--- src/hw/dvs_consts.svh ---
// Constants of the shared-variable lock block: offsets, fields, resets, times.
// Assumes inclusion by bare name from the design modules and the bench files.
`ifndef DVS_CONSTS_SVH
`define DVS_CONSTS_SVH

// ----------------------------------------------------------------------
// Register byte offsets
// ----------------------------------------------------------------------
`define DVS_OFS_SEQ_LOCK 12'h000
`define DVS_OFS_PIC_LOCK 12'h004
`define DVS_OFS_SEQ_CTRL 12'h008
`define DVS_OFS_RUN_CTRL 12'h00c
`define DVS_OFS_SEQ_STAGE 12'h010
`define DVS_OFS_SEQ_ACTIVE 12'h014
`define DVS_OFS_PIC_INFO 12'h018
`define DVS_OFS_STATUS 12'h01c

// ----------------------------------------------------------------------
// Field positions
// ----------------------------------------------------------------------
`define DVS_CTRL_PENDING_BIT 0
`define DVS_CTRL_WP_BIT 1
`define DVS_CTRL_NODEF_BIT 2
`define DVS_RUN_BIT 0
`define DVS_ST_SEQ_HELD_BIT 0
`define DVS_ST_PIC_HELD_BIT 1
`define DVS_ST_OVERRUN_BIT 2

// ----------------------------------------------------------------------
// Codes and reset values
// ----------------------------------------------------------------------
`define DVS_LOCK_FREE 16'h0000
`define DVS_HOST_CODE 16'h4242
`define DVS_DEC_CODE 16'h00a5
`define DVS_RST_WORD 16'h0000
`define DVS_SEQ_DEFAULT 16'h0000

// ----------------------------------------------------------------------
// Times in ns, clock period, and counts in clock cycles
// ----------------------------------------------------------------------
`define DVS_CLK_PERIOD_NS 100
`define DVS_SETTLE_NS 500
`define DVS_HOLD_MAX_NS 5000
`define DVS_SETTLE_CYC \
	((`DVS_SETTLE_NS + `DVS_CLK_PERIOD_NS - 1) / `DVS_CLK_PERIOD_NS)
`define DVS_HOLD_MAX_CYC (`DVS_HOLD_MAX_NS / `DVS_CLK_PERIOD_NS)
`define DVS_ACCESS_CYC 4
`define DVS_STRETCH_HALT 1
`define DVS_STRETCH_BLANK 2
`define DVS_STRETCH_ACTIVE 4

`endif

--- src/hw/dvs_pkg.sv ---
// Types shared by the lock engine and the lock keeper.
// Assumes the constants header is on the include path.
`default_nettype none

package dvs_pkg;
	typedef enum logic [2:0] {
		DVS_IDLE = 3'b000,
		DVS_POLL = 3'b001,
		DVS_CLAIM = 3'b010,
		DVS_SETTLE = 3'b011,
		DVS_ACCESS = 3'b100,
		DVS_RELEASE = 3'b101
	} dvs_eng_state_t;

	typedef enum logic [1:0] {
		DVS_MODE_HALT = 2'b00,
		DVS_MODE_BLANK = 2'b01,
		DVS_MODE_ACTIVE = 2'b10
	} dvs_mode_t;
endpackage : dvs_pkg

`default_nettype wire

--- src/hw/dvs_lock_if.sv ---
// Link between one lock word keeper and its claiming engine.
// Assumes both ends run on the same clock.
`default_nettype none

interface dvs_lock_if;
	logic [15:0] lock_q;
	logic req;
	logic lock_we;
	logic [15:0] lock_wd;
	logic granted;
	logic held;
	logic overrun;

	modport engine (
		input lock_q, req,
		output lock_we, lock_wd, granted, held, overrun
	);
	modport keeper (
		output lock_q, req,
		input lock_we, lock_wd, granted, held, overrun
	);
endinterface : dvs_lock_if

`default_nettype wire

--- src/hw/dvs_lock_engine.sv ---
// Decoder-side claim, hold and release sequence for one lock word.
// Assumes the keeper lets a host write win over the engine's write.
`default_nettype none
`include "dvs_consts.svh"

module dvs_lock_engine
	import dvs_pkg::*;
#(
	parameter logic [15:0] OWN_CODE = `DVS_DEC_CODE,
	parameter int SETTLE_CYC = `DVS_SETTLE_CYC,
	parameter int HOLD_MAX_CYC = `DVS_HOLD_MAX_CYC,
	parameter int ACCESS_CYC = `DVS_ACCESS_CYC
) (
	// Clock and reset
	input wire logic pclk,
	input wire logic presetn,
	// Stall while the bitstream buffer is empty
	input wire logic underflow,
	// Lock word link
	dvs_lock_if.engine lk
);
	typedef struct packed {
		dvs_eng_state_t st;
		logic [7:0] cnt;
		logic [7:0] hold;
		logic overrun;
	} dvs_eng_t;

	dvs_eng_t s_reg;
	dvs_eng_t s_next;
	logic settle_done;

	// Counters are eight bits wide, so longer times are refused
	if (OWN_CODE == `DVS_LOCK_FREE ||
			OWN_CODE == `DVS_HOST_CODE) begin : g_bad_code
		$error("engine code must be nonzero and not the host code");
	end
	if (SETTLE_CYC < 1 || SETTLE_CYC > 255) begin : g_bad_settle
		$error("settle count out of range");
	end
	if (ACCESS_CYC < 1 || ACCESS_CYC > HOLD_MAX_CYC ||
			HOLD_MAX_CYC > 255) begin : g_bad_access
		$error("access count must fit the hold limit");
	end

	assign settle_done = (s_reg.cnt == 8'(SETTLE_CYC - 1));

	always_comb begin
		s_next = s_reg;
		lk.lock_we = 1'b0;
		lk.lock_wd = `DVS_LOCK_FREE;
		lk.granted = 1'b0;
		lk.held = (s_reg.st == DVS_ACCESS);
		lk.overrun = s_reg.overrun;
		// Hold time runs from the claim write and saturates at the limit
		if (s_reg.hold != 8'(HOLD_MAX_CYC - 1))
			s_next.hold = s_reg.hold + 8'h01;
		case (s_reg.st)
			DVS_IDLE: begin
				if (lk.req)
					s_next.st = DVS_POLL;
			end
			DVS_POLL: begin
				// Zero is free; host code or any other owner means wait
				if (lk.lock_q == `DVS_LOCK_FREE)
					s_next.st = DVS_CLAIM;
			end
			DVS_CLAIM: begin
				lk.lock_we = 1'b1;
				lk.lock_wd = OWN_CODE;
				s_next.st = DVS_SETTLE;
				s_next.hold = 8'h00;
				s_next.cnt = 8'h00;
			end
			DVS_SETTLE: begin
				s_next.cnt = s_reg.cnt + 8'h01;
				if (settle_done) begin
					s_next.cnt = 8'h00;
					// A host that wrote over us wins; we poll again
					if (lk.lock_q == OWN_CODE) begin
						s_next.st = DVS_ACCESS;
						lk.granted = 1'b1;
					end else begin
						s_next.st = DVS_POLL;
					end
				end
			end
			DVS_ACCESS: begin
				// An empty bitstream buffer stalls the access
				if (!underflow) begin
					s_next.cnt = s_reg.cnt + 8'h01;
					if (s_reg.cnt == 8'(ACCESS_CYC - 1))
						s_next.st = DVS_RELEASE;
				end else if (s_reg.hold == 8'(HOLD_MAX_CYC - 1)) begin
					s_next.overrun = 1'b1;
				end
			end
			DVS_RELEASE: begin
				lk.lock_we = 1'b1;
				lk.lock_wd = `DVS_LOCK_FREE;
				s_next.st = DVS_IDLE;
			end
			default: begin
				s_next.st = DVS_IDLE;
			end
		endcase
	end

	always_ff @(posedge pclk or negedge presetn) begin
		if (!presetn) begin
			s_reg <= '{st: DVS_IDLE, cnt: 8'h00, hold: 8'h00,
				overrun: 1'b0};
		end else begin
			s_reg <= s_next;
		end
	end
endmodule : dvs_lock_engine

`default_nettype wire

--- src/hw/dvs_lock_top.sv ---
// Shared-variable lock block: lock words, sequence control and APB slave.
// Assumes start-code events arrive as one-cycle pulses on pclk.
//
// Notes on behaviour
// - Zero lock word: group free, nobody touches variables, anyone may claim.
// - Lock holding 4242 hex: host owns group, decoder keeps off.
// - Owner releases a group by writing zero into its lock word.
// - Decoder holds a lock at most 5 us unless buffer underflows.
// - Sequence group claimed on sequence header, group start, sequence end.
// - Picture group claimed on group start and picture start.
// - On group start, pending bit set loads sequence values into settings.
// - Pending set on header unless write-protect, on end unless protect; the code gates the end case on nodef, not wp.
// - Host sequence values take effect only at next group-of-pictures header.
// - Acknowledge held low stretches host cycles; limit set by mode.
// - After reset both sequence lock and control word read zero.
//
// Implementation choices: the APB interface to the registers and the register addresses.
`default_nettype none
`include "dvs_consts.svh"

module dvs_lock_top
	import dvs_pkg::*;
#(
	parameter int STRETCH_HALT = `DVS_STRETCH_HALT,
	parameter int STRETCH_BLANK = `DVS_STRETCH_BLANK,
	parameter int STRETCH_ACTIVE = `DVS_STRETCH_ACTIVE
) (
	// Clock and reset
	input wire logic pclk,
	input wire logic presetn,
	// APB slave
	input wire logic psel,
	input wire logic penable,
	input wire logic pwrite,
	input wire logic [11:0] paddr,
	input wire logic [31:0] pwdata,
	input wire logic [3:0] pstrb,
	output logic pready,
	output logic [31:0] prdata,
	output logic pslverr,
	// Host cycle extension, low while stretching
	output logic transfer_acknowledge,
	// Bitstream events, one-cycle pulses; underflow and active display are levels
	input wire logic seq_header_found,
	input wire logic group_start_found,
	input wire logic seq_end_found,
	input wire logic picture_start_found,
	input wire logic bitstream_underflow,
	input wire logic active_display,
	// Decoded header values
	input wire logic [15:0] seq_header_value,
	input wire logic [15:0] picture_header_value,
	// Settings taken over, one-cycle pulse
	output logic settings_loaded
);
	typedef struct packed {
		logic [1:0][15:0] lock;
		logic pending;
		logic wp;
		logic nodef;
		logic run;
		logic [15:0] stage;
		logic [15:0] active;
		logic [15:0] pic_info;
		logic [2:0] seq_job;
		logic pic_job;
		logic [7:0] wait_cnt;
		logic [31:0] rdata;
		logic loaded;
	} dvs_top_t;

	localparam int SEQ = 0;
	localparam int PIC = 1;
	localparam int JOB_HDR = 0;
	localparam int JOB_GOP = 1;
	localparam int JOB_END = 2;

	dvs_top_t s_reg;
	dvs_top_t s_next;
	dvs_lock_if lk [2] ();
	logic [1:0] lock_we;
	logic [1:0][15:0] lock_wd;
	logic [1:0] granted;
	logic [1:0] held;
	logic [1:0] overrun;
	logic access;
	logic wr_fire;
	logic addr_ok;
	logic [7:0] stretch_lim;
	dvs_mode_t mode;

	// A zero limit would let pready rise in the first access cycle
	if (STRETCH_HALT < 1 || STRETCH_BLANK < 1 ||
			STRETCH_ACTIVE < 1) begin : g_bad_min
		$error("stretch counts must be at least one cycle");
	end
	if (STRETCH_HALT > 255 || STRETCH_BLANK > 255 ||
			STRETCH_ACTIVE > 255) begin : g_bad_max
		$error("stretch counts must fit eight bits");
	end

	// ----------------------------------------------------------------------
	// Address decode
	// ----------------------------------------------------------------------
	function automatic logic dvs_is_mapped(input logic [11:0] a);
		case (a)
			`DVS_OFS_SEQ_LOCK, `DVS_OFS_PIC_LOCK, `DVS_OFS_SEQ_CTRL,
			`DVS_OFS_RUN_CTRL, `DVS_OFS_SEQ_STAGE, `DVS_OFS_SEQ_ACTIVE,
			`DVS_OFS_PIC_INFO, `DVS_OFS_STATUS: dvs_is_mapped = 1'b1;
			default: dvs_is_mapped = 1'b0;
		endcase
	endfunction : dvs_is_mapped

	function automatic logic [31:0] dvs_read(input logic [11:0] a,
			input dvs_top_t s, input logic [1:0] h, input logic [1:0] o);
		dvs_read = 32'h0000_0000;
		case (a)
			`DVS_OFS_SEQ_LOCK: dvs_read[15:0] = s.lock[SEQ];
			`DVS_OFS_PIC_LOCK: dvs_read[15:0] = s.lock[PIC];
			`DVS_OFS_SEQ_CTRL: begin
				dvs_read[`DVS_CTRL_PENDING_BIT] = s.pending;
				dvs_read[`DVS_CTRL_WP_BIT] = s.wp;
				dvs_read[`DVS_CTRL_NODEF_BIT] = s.nodef;
			end
			`DVS_OFS_RUN_CTRL: dvs_read[`DVS_RUN_BIT] = s.run;
			`DVS_OFS_SEQ_STAGE: dvs_read[15:0] = s.stage;
			`DVS_OFS_SEQ_ACTIVE: dvs_read[15:0] = s.active;
			`DVS_OFS_PIC_INFO: dvs_read[15:0] = s.pic_info;
			`DVS_OFS_STATUS: begin
				dvs_read[`DVS_ST_SEQ_HELD_BIT] = h[SEQ];
				dvs_read[`DVS_ST_PIC_HELD_BIT] = h[PIC];
				dvs_read[`DVS_ST_OVERRUN_BIT] = |o;
			end
			default: dvs_read = 32'h0000_0000;
		endcase
	endfunction : dvs_read

	// ----------------------------------------------------------------------
	// Claiming engines, one for each group
	// ----------------------------------------------------------------------
	for (genvar g = 0; g < 2; g++) begin : g_eng
		assign lk[g].lock_q = s_reg.lock[g];
		assign lock_we[g] = lk[g].lock_we;
		assign lock_wd[g] = lk[g].lock_wd;
		assign granted[g] = lk[g].granted;
		assign held[g] = lk[g].held;
		assign overrun[g] = lk[g].overrun;

		dvs_lock_engine u_eng (
			.pclk(pclk),
			.presetn(presetn),
			.underflow(bitstream_underflow),
			.lk(lk[g])
		);
	end
	assign lk[SEQ].req = |s_reg.seq_job;
	assign lk[PIC].req = s_reg.pic_job;

	// ----------------------------------------------------------------------
	// Bus handshake and cycle stretching
	// ----------------------------------------------------------------------
	always_comb begin
		if (!s_reg.run)
			mode = DVS_MODE_HALT;
		else if (active_display)
			mode = DVS_MODE_ACTIVE;
		else
			mode = DVS_MODE_BLANK;
		case (mode)
			DVS_MODE_HALT: stretch_lim = 8'(STRETCH_HALT);
			DVS_MODE_BLANK: stretch_lim = 8'(STRETCH_BLANK);
			DVS_MODE_ACTIVE: stretch_lim = 8'(STRETCH_ACTIVE);
			default: stretch_lim = 8'(STRETCH_HALT);
		endcase
	end

	assign access = psel & penable;
	assign pready = access & (s_reg.wait_cnt >= stretch_lim);
	assign transfer_acknowledge = pready;
	assign addr_ok = dvs_is_mapped(paddr);
	assign pslverr = pready & ~addr_ok;
	assign wr_fire = pready & pwrite & addr_ok & pstrb[0] & pstrb[1];
	assign prdata = s_reg.rdata;
	assign settings_loaded = s_reg.loaded;

	// ----------------------------------------------------------------------
	// Next state
	// ----------------------------------------------------------------------
	always_comb begin
		logic pend;
		logic [15:0] stg;
		pend = 1'b0;
		stg = 16'h0000;
		s_next = s_reg;
		s_next.loaded = 1'b0;

		if (access && !pready)
			s_next.wait_cnt = s_reg.wait_cnt + 8'h01;
		else
			s_next.wait_cnt = 8'h00;
		// Read data is refreshed while the access is stretched
		if (psel && !pready)
			s_next.rdata = dvs_read(paddr, s_reg, held, overrun);

		// Engine writes first; a host write in the same cycle overrides
		for (int g = 0; g < 2; g++) begin
			if (lock_we[g])
				s_next.lock[g] = lock_wd[g];
		end
		if (wr_fire) begin
			case (paddr)
				`DVS_OFS_SEQ_LOCK: s_next.lock[SEQ] = pwdata[15:0];
				`DVS_OFS_PIC_LOCK: s_next.lock[PIC] = pwdata[15:0];
				`DVS_OFS_SEQ_CTRL: begin
					// A host zero on pending is not trusted to clear it
					s_next.pending = s_reg.pending |
						pwdata[`DVS_CTRL_PENDING_BIT];
					s_next.wp = pwdata[`DVS_CTRL_WP_BIT];
					s_next.nodef = pwdata[`DVS_CTRL_NODEF_BIT];
				end
				`DVS_OFS_RUN_CTRL: s_next.run = pwdata[`DVS_RUN_BIT];
				`DVS_OFS_SEQ_STAGE: s_next.stage = pwdata[15:0];
				default: s_next.run = s_reg.run;
			endcase
		end

		// Events queue a claim; a new event beats the clear at grant
		if (granted[SEQ])
			s_next.seq_job = 3'b000;
		if (granted[PIC])
			s_next.pic_job = 1'b0;
		if (s_reg.run) begin
			if (seq_header_found)
				s_next.seq_job[JOB_HDR] = 1'b1;
			if (group_start_found)
				s_next.seq_job[JOB_GOP] = 1'b1;
			if (seq_end_found)
				s_next.seq_job[JOB_END] = 1'b1;
			if (group_start_found || picture_start_found)
				s_next.pic_job = 1'b1;
		end

		// Sequence group work, done only while the lock is ours
		pend = s_next.pending;
		stg = s_next.stage;
		if (granted[SEQ]) begin
			if (s_reg.seq_job[JOB_HDR] && !s_reg.wp) begin
				stg = seq_header_value;
				pend = 1'b1;
			end
			if (s_reg.seq_job[JOB_END] && !s_reg.nodef) begin
				stg = `DVS_SEQ_DEFAULT;
				pend = 1'b1;
			end
			// Host values wait here for the next group start
			if (s_reg.seq_job[JOB_GOP] && pend) begin
				s_next.active = stg;
				s_next.loaded = 1'b1;
				pend = 1'b0;
			end
		end
		s_next.pending = pend;
		s_next.stage = stg;

		// Picture group work
		if (granted[PIC])
			s_next.pic_info = picture_header_value;
	end

	// ----------------------------------------------------------------------
	// State register
	// ----------------------------------------------------------------------
	always_ff @(posedge pclk or negedge presetn) begin
		if (!presetn) begin
			s_reg <= '0;
			s_reg.lock <= {`DVS_RST_WORD, `DVS_RST_WORD};
			s_reg.stage <= `DVS_RST_WORD;
		end else begin
			s_reg <= s_next;
		end
	end
endmodule : dvs_lock_top

`default_nettype wire

--- config.mk ---
export PLATFORM = sky130hd
export DESIGN_NAME = dvs_lock_top
export DESIGN_NICKNAME = d
export VERILOG_FILES = /design/src/hw/dvs_pkg.sv /design/src/hw/dvs_lock_if.sv /design/src/hw/dvs_lock_engine.sv /design/src/hw/dvs_lock_top.sv
export VERILOG_INCLUDE_DIRS = /design/src /design/src/hw
export SDC_FILE = /design/constraint.sdc
export NUM_CORES = 1
export LEC_CHECK = 0
export BUFFER_PORTS_ARGS = -buffer_cell sky130_fd_sc_hd__buf_2
export CORE_MARGIN = 2
export CORE_UTILIZATION = 62
export CTS_CLUSTER_SIZE = 14
export DETAILED_ROUTE_END_ITERATION = 8
export PLACE_DENSITY_LB_ADDON = 0.12
export SLEW_MARGIN = 20
export SYNTH_ARGS = -nofsm -noshare
export SYNTH_HDL_FRONTEND = slang
export SYNTH_SLANG_ARGS = --single-unit
export TNS_END_PERCENT = 5
--- constraint.sdc ---
create_clock -name pclk -period 3.5 [get_ports pclk]
set_input_delay 0.175 -clock pclk [delete_from_list [all_inputs] [get_ports pclk]]
set_output_delay 0.175 -clock pclk [all_outputs]
set_load 0.005 [all_outputs]
==> results of run 1 <==
-- Yosys cell counts, types with 5 or more instances --
cell and instances:
and2_1 6, nor3_1 18, inv_1 40, nand2_1 99, a21oi_1 24, xnor2_1 5
and4_1 6, buf_4 33, buf_2 6, mux2_2 36, xor2_1 14, nand2b_1 22
a21o_1 9, ha_1 12, mux2i_1 36, a222oi_1 12, o21ai_0 52, nand4_1 10
nor4_1 12, nor2_1 84, a22o_1 13, and3_1 8, clkbuf_1 35, nand3_1 41
a22oi_1 19, or3_1 8, o221ai_1 16, dfrtp_1 153
-- critical path, delay by kind of cell, from the launching register on --
family | cells | cell delay [ns]
AO/OA/AOI/OAI | 1 | 0.41
flip-flops | 1 | 0.40
AND/OR/NAND/NOR | 4 | 1.97
-- report_power, final --
part / switching (W) / internal, W
Combinational: 0.000453 / 0.000320
Sequential: 0.000173 / 0.00190
Clock: 0.000717 / 0.00137
Total: 0.00134 / 0.00360
-- worst max-delay path by stage --
stage / end / slack [ns] / cells after the start
after detailed placement: s_reg[91] / 0.68 / 5
after CTS: s_reg[91] / 0.67 / 5
after global placement: s_reg[91] / 0.81 / 5
after floorplan: s_reg[68] / 1.18 / 7
after global routing: s_reg[65] / 0.38 / 7
final: s_reg[91] / 0.60 / 5
-- routing by layer --
layer	up-vias	part of all wire	global-route usage	routed length (um)
li1	3286	-	-	-
met1	3473	0.43	0.463	9460
met2	349	0.46	0.491	10100
met3	39	0.093	0.0764	2060
met4	0	0.019	0.0988	408
met5	-	0	0	0
-- cells in the final DEF, fill, tap and decap left out, drive strengths merged, types with 13 or more instances in the layout --
cell         instances
a21oi               24
a22o                13
a22oi               19
buf                103
clkbuf              20
conb                20
dfrtp              153
dlygate4sd3         19
inv                 40
mux2                36
mux2i               36
nand2               99
nand2b              22
nand3               42
nor2                84
nor3                19
nor4                15
o21ai               54
o221ai              16
xor2                14
-- cell families (layout without fill, tap and decap cells) --
logic type,count (synthesis),count (layout),synth area share
flops,153,153,0.455
buf+inv,121,194,0.0727
other cells,1,20,0.000445
simple gates,341,341,0.203
xor+xnor,19,19,0.0198
compound gates,172,172,0.140
fa+ha+maj,12,12,0.0178
mux,72,72,0.0909
-- layout make-up --
class / count / area, um2
Inverter: 40 / 150
Sequential cell: 153 / 3830
Multi-Input combinational cell: 636 / 4060
Clock buffer: 20 / 457
Tap cell: 176 / 220
Fill cell: 974 / 3560
Clock inverter: 12 / 220
Timing Repair Buffer: 122 / 752
-- stage by stage --
| stage | utilization | instances | worst slack (ns) | hold slack [ns] | total power, W |
|---|---|---|---|---|---|
| finish | 0.731 | 1159 | 0.602 | 0.0212 | 0.00494 |
| global route | 0.731 | 1159 | 0.381 | 0.0158 | 0.00517 |
| CTS | 0.731 | 1159 | 0.668 | 0.000339 | 0.00494 |
| detailed placement | 0.666 | 1108 | 0.681 | 0.336 | 0.00284 |
| global placement | 0.666 | 1108 | 0.805 | 0.315 | 0.00279 |
| floorplan | - | 910 | 1.18 | -0.121 | 0.00259 |
==> impl_metrics.ini, run 1 <==
[setup_path]
arrival_ns = 3.21
rr_startpoint = lk[0].lock_q[10]
start_kind = flop
ff2ff_path_depth = 5
critPathLaunch = lk[0].lock_q[10]
path_max_fanout = 16
critPathKind = flop to flop
cp_slowest_cell = nor4_1
worstPathCellList = nor4_1, nand4_1, nor4_4, nand2_1, a22oi_1
max_stage_delay_ns = 0.60
reg2reg_to = s_reg[91]
required_ns = 3.82
r2r_slack_ns = 0.60
endpoint_kind = flop

[timing]
period_minus_slack_ns = 2.90
finalCritPeriodShare = 0.828
tns_ns = 0
final.setup_skew_ns = 0.00637
hold_violations = 0
drv_slew = 0
setup_viol = 0
max_slew_margin = 0.371
worst_slew_pin_slew_ns = 0.942
max_freq_ghz = 0.345
rsz0062_at_grt = no

[logic_synthesis]
synth-edff-count = 0
synth.area.top_cells = dfrtp_1, mux2_2, nand2_1
synth_flop_cell = dfrtp_1
synth_top_cell_by_area = dfrtp_1
async_reset_ff_frac = 1.00
synth-seq-cells = 153
synth.avg_cell_area_um2 = 9.45
yosysWarningCount = 0
synthDistinctLibCells = 66
netlist_area_um2 = 8420
ys_seq_area_frac = 0.455
netlist.area_leader.share = 0.455
syn_inst = 891

[routing]
wire_per_inst_um = 19.0
ant_nets = 0
wl_um = 22000
num_vias = 7147
drcViolationCount = 0
drtIter0Drc = 890
dr.pass1.iters = 6
via_per_inst = 6.17

[hold_path]
hp-start = group_start_found
whs_path_depth = 3
hold_path_class = input pin to flop
hold_end = s_reg[43]

[clock_network]
clock_path_buffers = 2
clk-insertion-delay-late_ns = 0.43
cts_resized = 0
cts_hold_buf = 19
cts_root_buffer = clkbuf_16
h-tree-depth = 4
cts_setup_buffers = 0
numCtsBuffers = 17
cts_tree = yes
cts.sinks = 153
cts.reportedPaths.clkPinSlew_ns = 0.06

[die]
core_um2 = 13200
fp.dieW_um = 121
die_area_um2 = 14500
die_h_um = 121
start_util = 0.636
placementRows = 42
ioPinCount = 127

[global_route]
grt_overflow = 0
grt_max_degree = 97
grt_pass1_vias = 6872
grt_antenna_before_repair = 0
grt_pass1_wl_um = 36300
grt_usage = 0.323

[pwr]
total_leakage_power_nw = 4.47
ir_drop_mv = 0.389
power_density_nw_per_um2 = 510

[final_layout]
stdcell_area_um2 = 9690
syn2layout_area_growth_pct = 15.0
drive_above_1_share = 0.186
fin_nets = 1073
largest_register_ffs = 63
antenna_cells = 0

[placed_design]
placed_cell_area_um2 = 8820
io_buffers = 92
gp_congestion = 0.928
dp_hpwl_um = 15600

[outcome]
status = completed

[flow_run]
drv_cap = 0
No activity file was read; power rests on OpenSTA's default activity.
==> run 2: changes to the inputs <==
--- a/config.mk
+++ b/config.mk
@@ -8,7 +8,7 @@
 export LEC_CHECK = 0
 export BUFFER_PORTS_ARGS = -buffer_cell sky130_fd_sc_hd__buf_2
 export CORE_MARGIN = 2
-export CORE_UTILIZATION = 62
+export CORE_UTILIZATION = 52
 export CTS_CLUSTER_SIZE = 14
 export DETAILED_ROUTE_END_ITERATION = 8
 export PLACE_DENSITY_LB_ADDON = 0.12
==> constraint.sdc (replaced) <==
create_clock -name pclk -period 2.45 [get_ports pclk]
set_input_delay 0.1225 -clock pclk [delete_from_list [all_inputs] [get_ports pclk]]
set_output_delay 0.1225 -clock pclk [all_outputs]
set_load 0.005 [all_outputs]
==> run 2 against run 1 <==
Effect of this change:
- clock skew grew 0.0077 ns
- die area grew 19%
- hold slack lost 0.0094 ns
- register-to-register slack lost 0.54 ns
- first-iteration DRC count shrank 21%
- count of clock-buffer cells in the layout shrank 2
- via count shrank 0.14%
- sequential power grew 42%
- clock power grew 35%
- core utilization shrank 8.3 points
- critical endpoint is now s_reg[70]
==> impl_metrics.ini, run 2 (synthesis results as in run 1) <==
[clock_network]
numCtsBuffers = 17
h-tree-depth = 4
cts_root_buffer = clkbuf_16
clock_path_buffers = 2
cts.sinks = 153
cts.reportedPaths.clkPinSlew_ns = 0.07
cts_setup_buffers = 0
cts_tree = yes
clk-insertion-delay-late_ns = 0.43

[placed_design]
gp_congestion = 0.873
io_buffers = 92
placed_cell_area_um2 = 9260
dp_hpwl_um = 15800

[routing]
via_per_inst = 5.69
drtIter0Drc = 699
num_vias = 7137
wl_um = 22500
wire_per_inst_um = 17.9
ant_nets = 0
dr.pass1.iters = 6
drcViolationCount = 0

[timing]
max_freq_ghz = 0.419
worst_slew_pin_slew_ns = 0.965
rsz0062_at_grt = yes
final.setup_skew_ns = 0.0141
period_minus_slack_ns = 2.39
finalCritPeriodShare = 0.975
hold_violations = 0
drv_slew = 0
setup_viol = 0
max_slew_margin = 0.354

[pwr]
clkPwrFrac = 0.405
combPwrFrac = 0.168
swShare = 0.287
sequentialPowerShare = 0.427
switching_power_w = 0.00199
design_power_total_w = 0.00695
p_int_w = 0.00496
total_leakage_power_nw = 4.75
power_density_nw_per_um2 = 677
ir_drop_mv = 0.534

[setup_path]
endpoint_kind = flop
critPathKind = flop to flop
start_kind = flop
ff2ff_path_depth = 6
reg2reg_to = s_reg[70]
worstPathCellList = or4_4, or3_4, nor4_4, o311a_1, buf_12, mux2i_1
path_max_fanout = 17
arrival_ns = 2.74
required_ns = 2.80
rr_startpoint = g_eng[0].u_eng.s_reg[12]
cp_slowest_cell = or4_4
max_stage_delay_ns = 0.56
r2r_slack_ns = 0.06

[hold_path]
whs_path_depth = 3
hold_path_class = input pin to flop
hp-start = bitstream_underflow
hold_end = g_eng[1].u_eng.lk.overrun

[final_layout]
stdcell_area_um2 = 10300
syn2layout_area_growth_pct = 21.8
largest_register_ffs = 63
drive_above_1_share = 0.219
n_fill_cell = 1346
antenna_cells = 0
final_common_cell = dfrtp_1
fin_nets = 1129
final_cell_mix = dfrtp_1, nand2_1, buf_2

[global_route]
grt_usage = 0.268
grt_antenna_before_repair = 0
grt_pass1_vias = 6941
grt_max_degree = 68
grt_overflow = 0
grt_pass1_wl_um = 36600

[die]
fp.dieW_um = 131
core_um2 = 15800
start_util = 0.532
ioPinCount = 127
die_area_um2 = 17200
die_h_um = 131
placementRows = 46

[flow_run]
drv_cap = 0

[outcome]
status = completed
-- run 2: worst max-delay path, delay by kind of cell (launching register included) --
kind,cells,cell delay [ns]
AOI/OAI and AO/OA,1,0.28
and+or+nand+nor,3,1.24
DFF,1,0.38
buffers and inverters,1,0.19
muxes,1,0.22
-- run 2: power groups by stage --
stage	Clock (W)	Sequential [W]	Combinational (W)
after floorplan	0	0.00291	0.000791
after global placement	0	0.00300	0.00109
after detailed placement	0	0.00300	0.00111
after CTS	0.00285	0.00295	0.00116
after global routing	0.00298	0.00299	0.00132
final	0.00282	0.00296	0.00117
-- run 2: metal layers --
layer  vias to the layer above  track usage  wire length (um)
li1                       3413            -                 -
met1                      3433        0.377             10000
met2                       266        0.420             10600
met3                        25       0.0606              1610
met4                         0       0.0743               304
met5                         -            0                 0
-- run 2: what timing repair did --
action | 4_1_cts | 5_1_grt
gates resized for setup | 0 | 5
hold buffers | 34 | 0
hold endpoints to repair | 111 | 0
endpoints found under the setup margin | 0 | 32
-- run 2: area by class of cell --
cell class | instances | area (um2) | area share
clock buffers | 18 | 429 | 0.0418
clock inverters | 14 | 198 | 0.0193
inverters | 40 | 150 | 0.0146
multi-input cells | 636 | 4080 | 0.398
flip-flops and latches | 153 | 3830 | 0.373
well taps | 216 | 270 | 0.0263
repair buffers | 178 | 1300 | 0.127
-- run 2: worst max path at each step --
stage	startpoint	to	depth (start not counted)
final	g_eng[0].u_eng.s_reg[12]	s_reg[70]	6
after global routing	g_eng[0].u_eng.s_reg[12]	s_reg[70]	6
after global placement	g_eng[0].u_eng.s_reg[12]	s_reg[91]	7
after detailed placement	g_eng[0].u_eng.s_reg[12]	s_reg[70]	6
after floorplan	g_eng[0].u_eng.s_reg[12]	s_reg[68]	7
after CTS	g_eng[0].u_eng.s_reg[12]	s_reg[70]	6
-- run 2: per-stage QoR --
stage	instances	TNS (ns)	hold WS, ns	utilization	setup WS, ns
6_report	1255	0	0.0118	0.648	0.0605
3_3_place_gp	1189	0	0.188	0.585	0.119
4_1_cts	1255	0	0.00298	0.646	0.0419
3_5_place_dp	1189	0	0.190	0.585	0.0565
5_1_grt	1255	-0.0225	0.0247	0.648	-0.0203
2_1_floorplan	910	0	-0.173	-	0.134
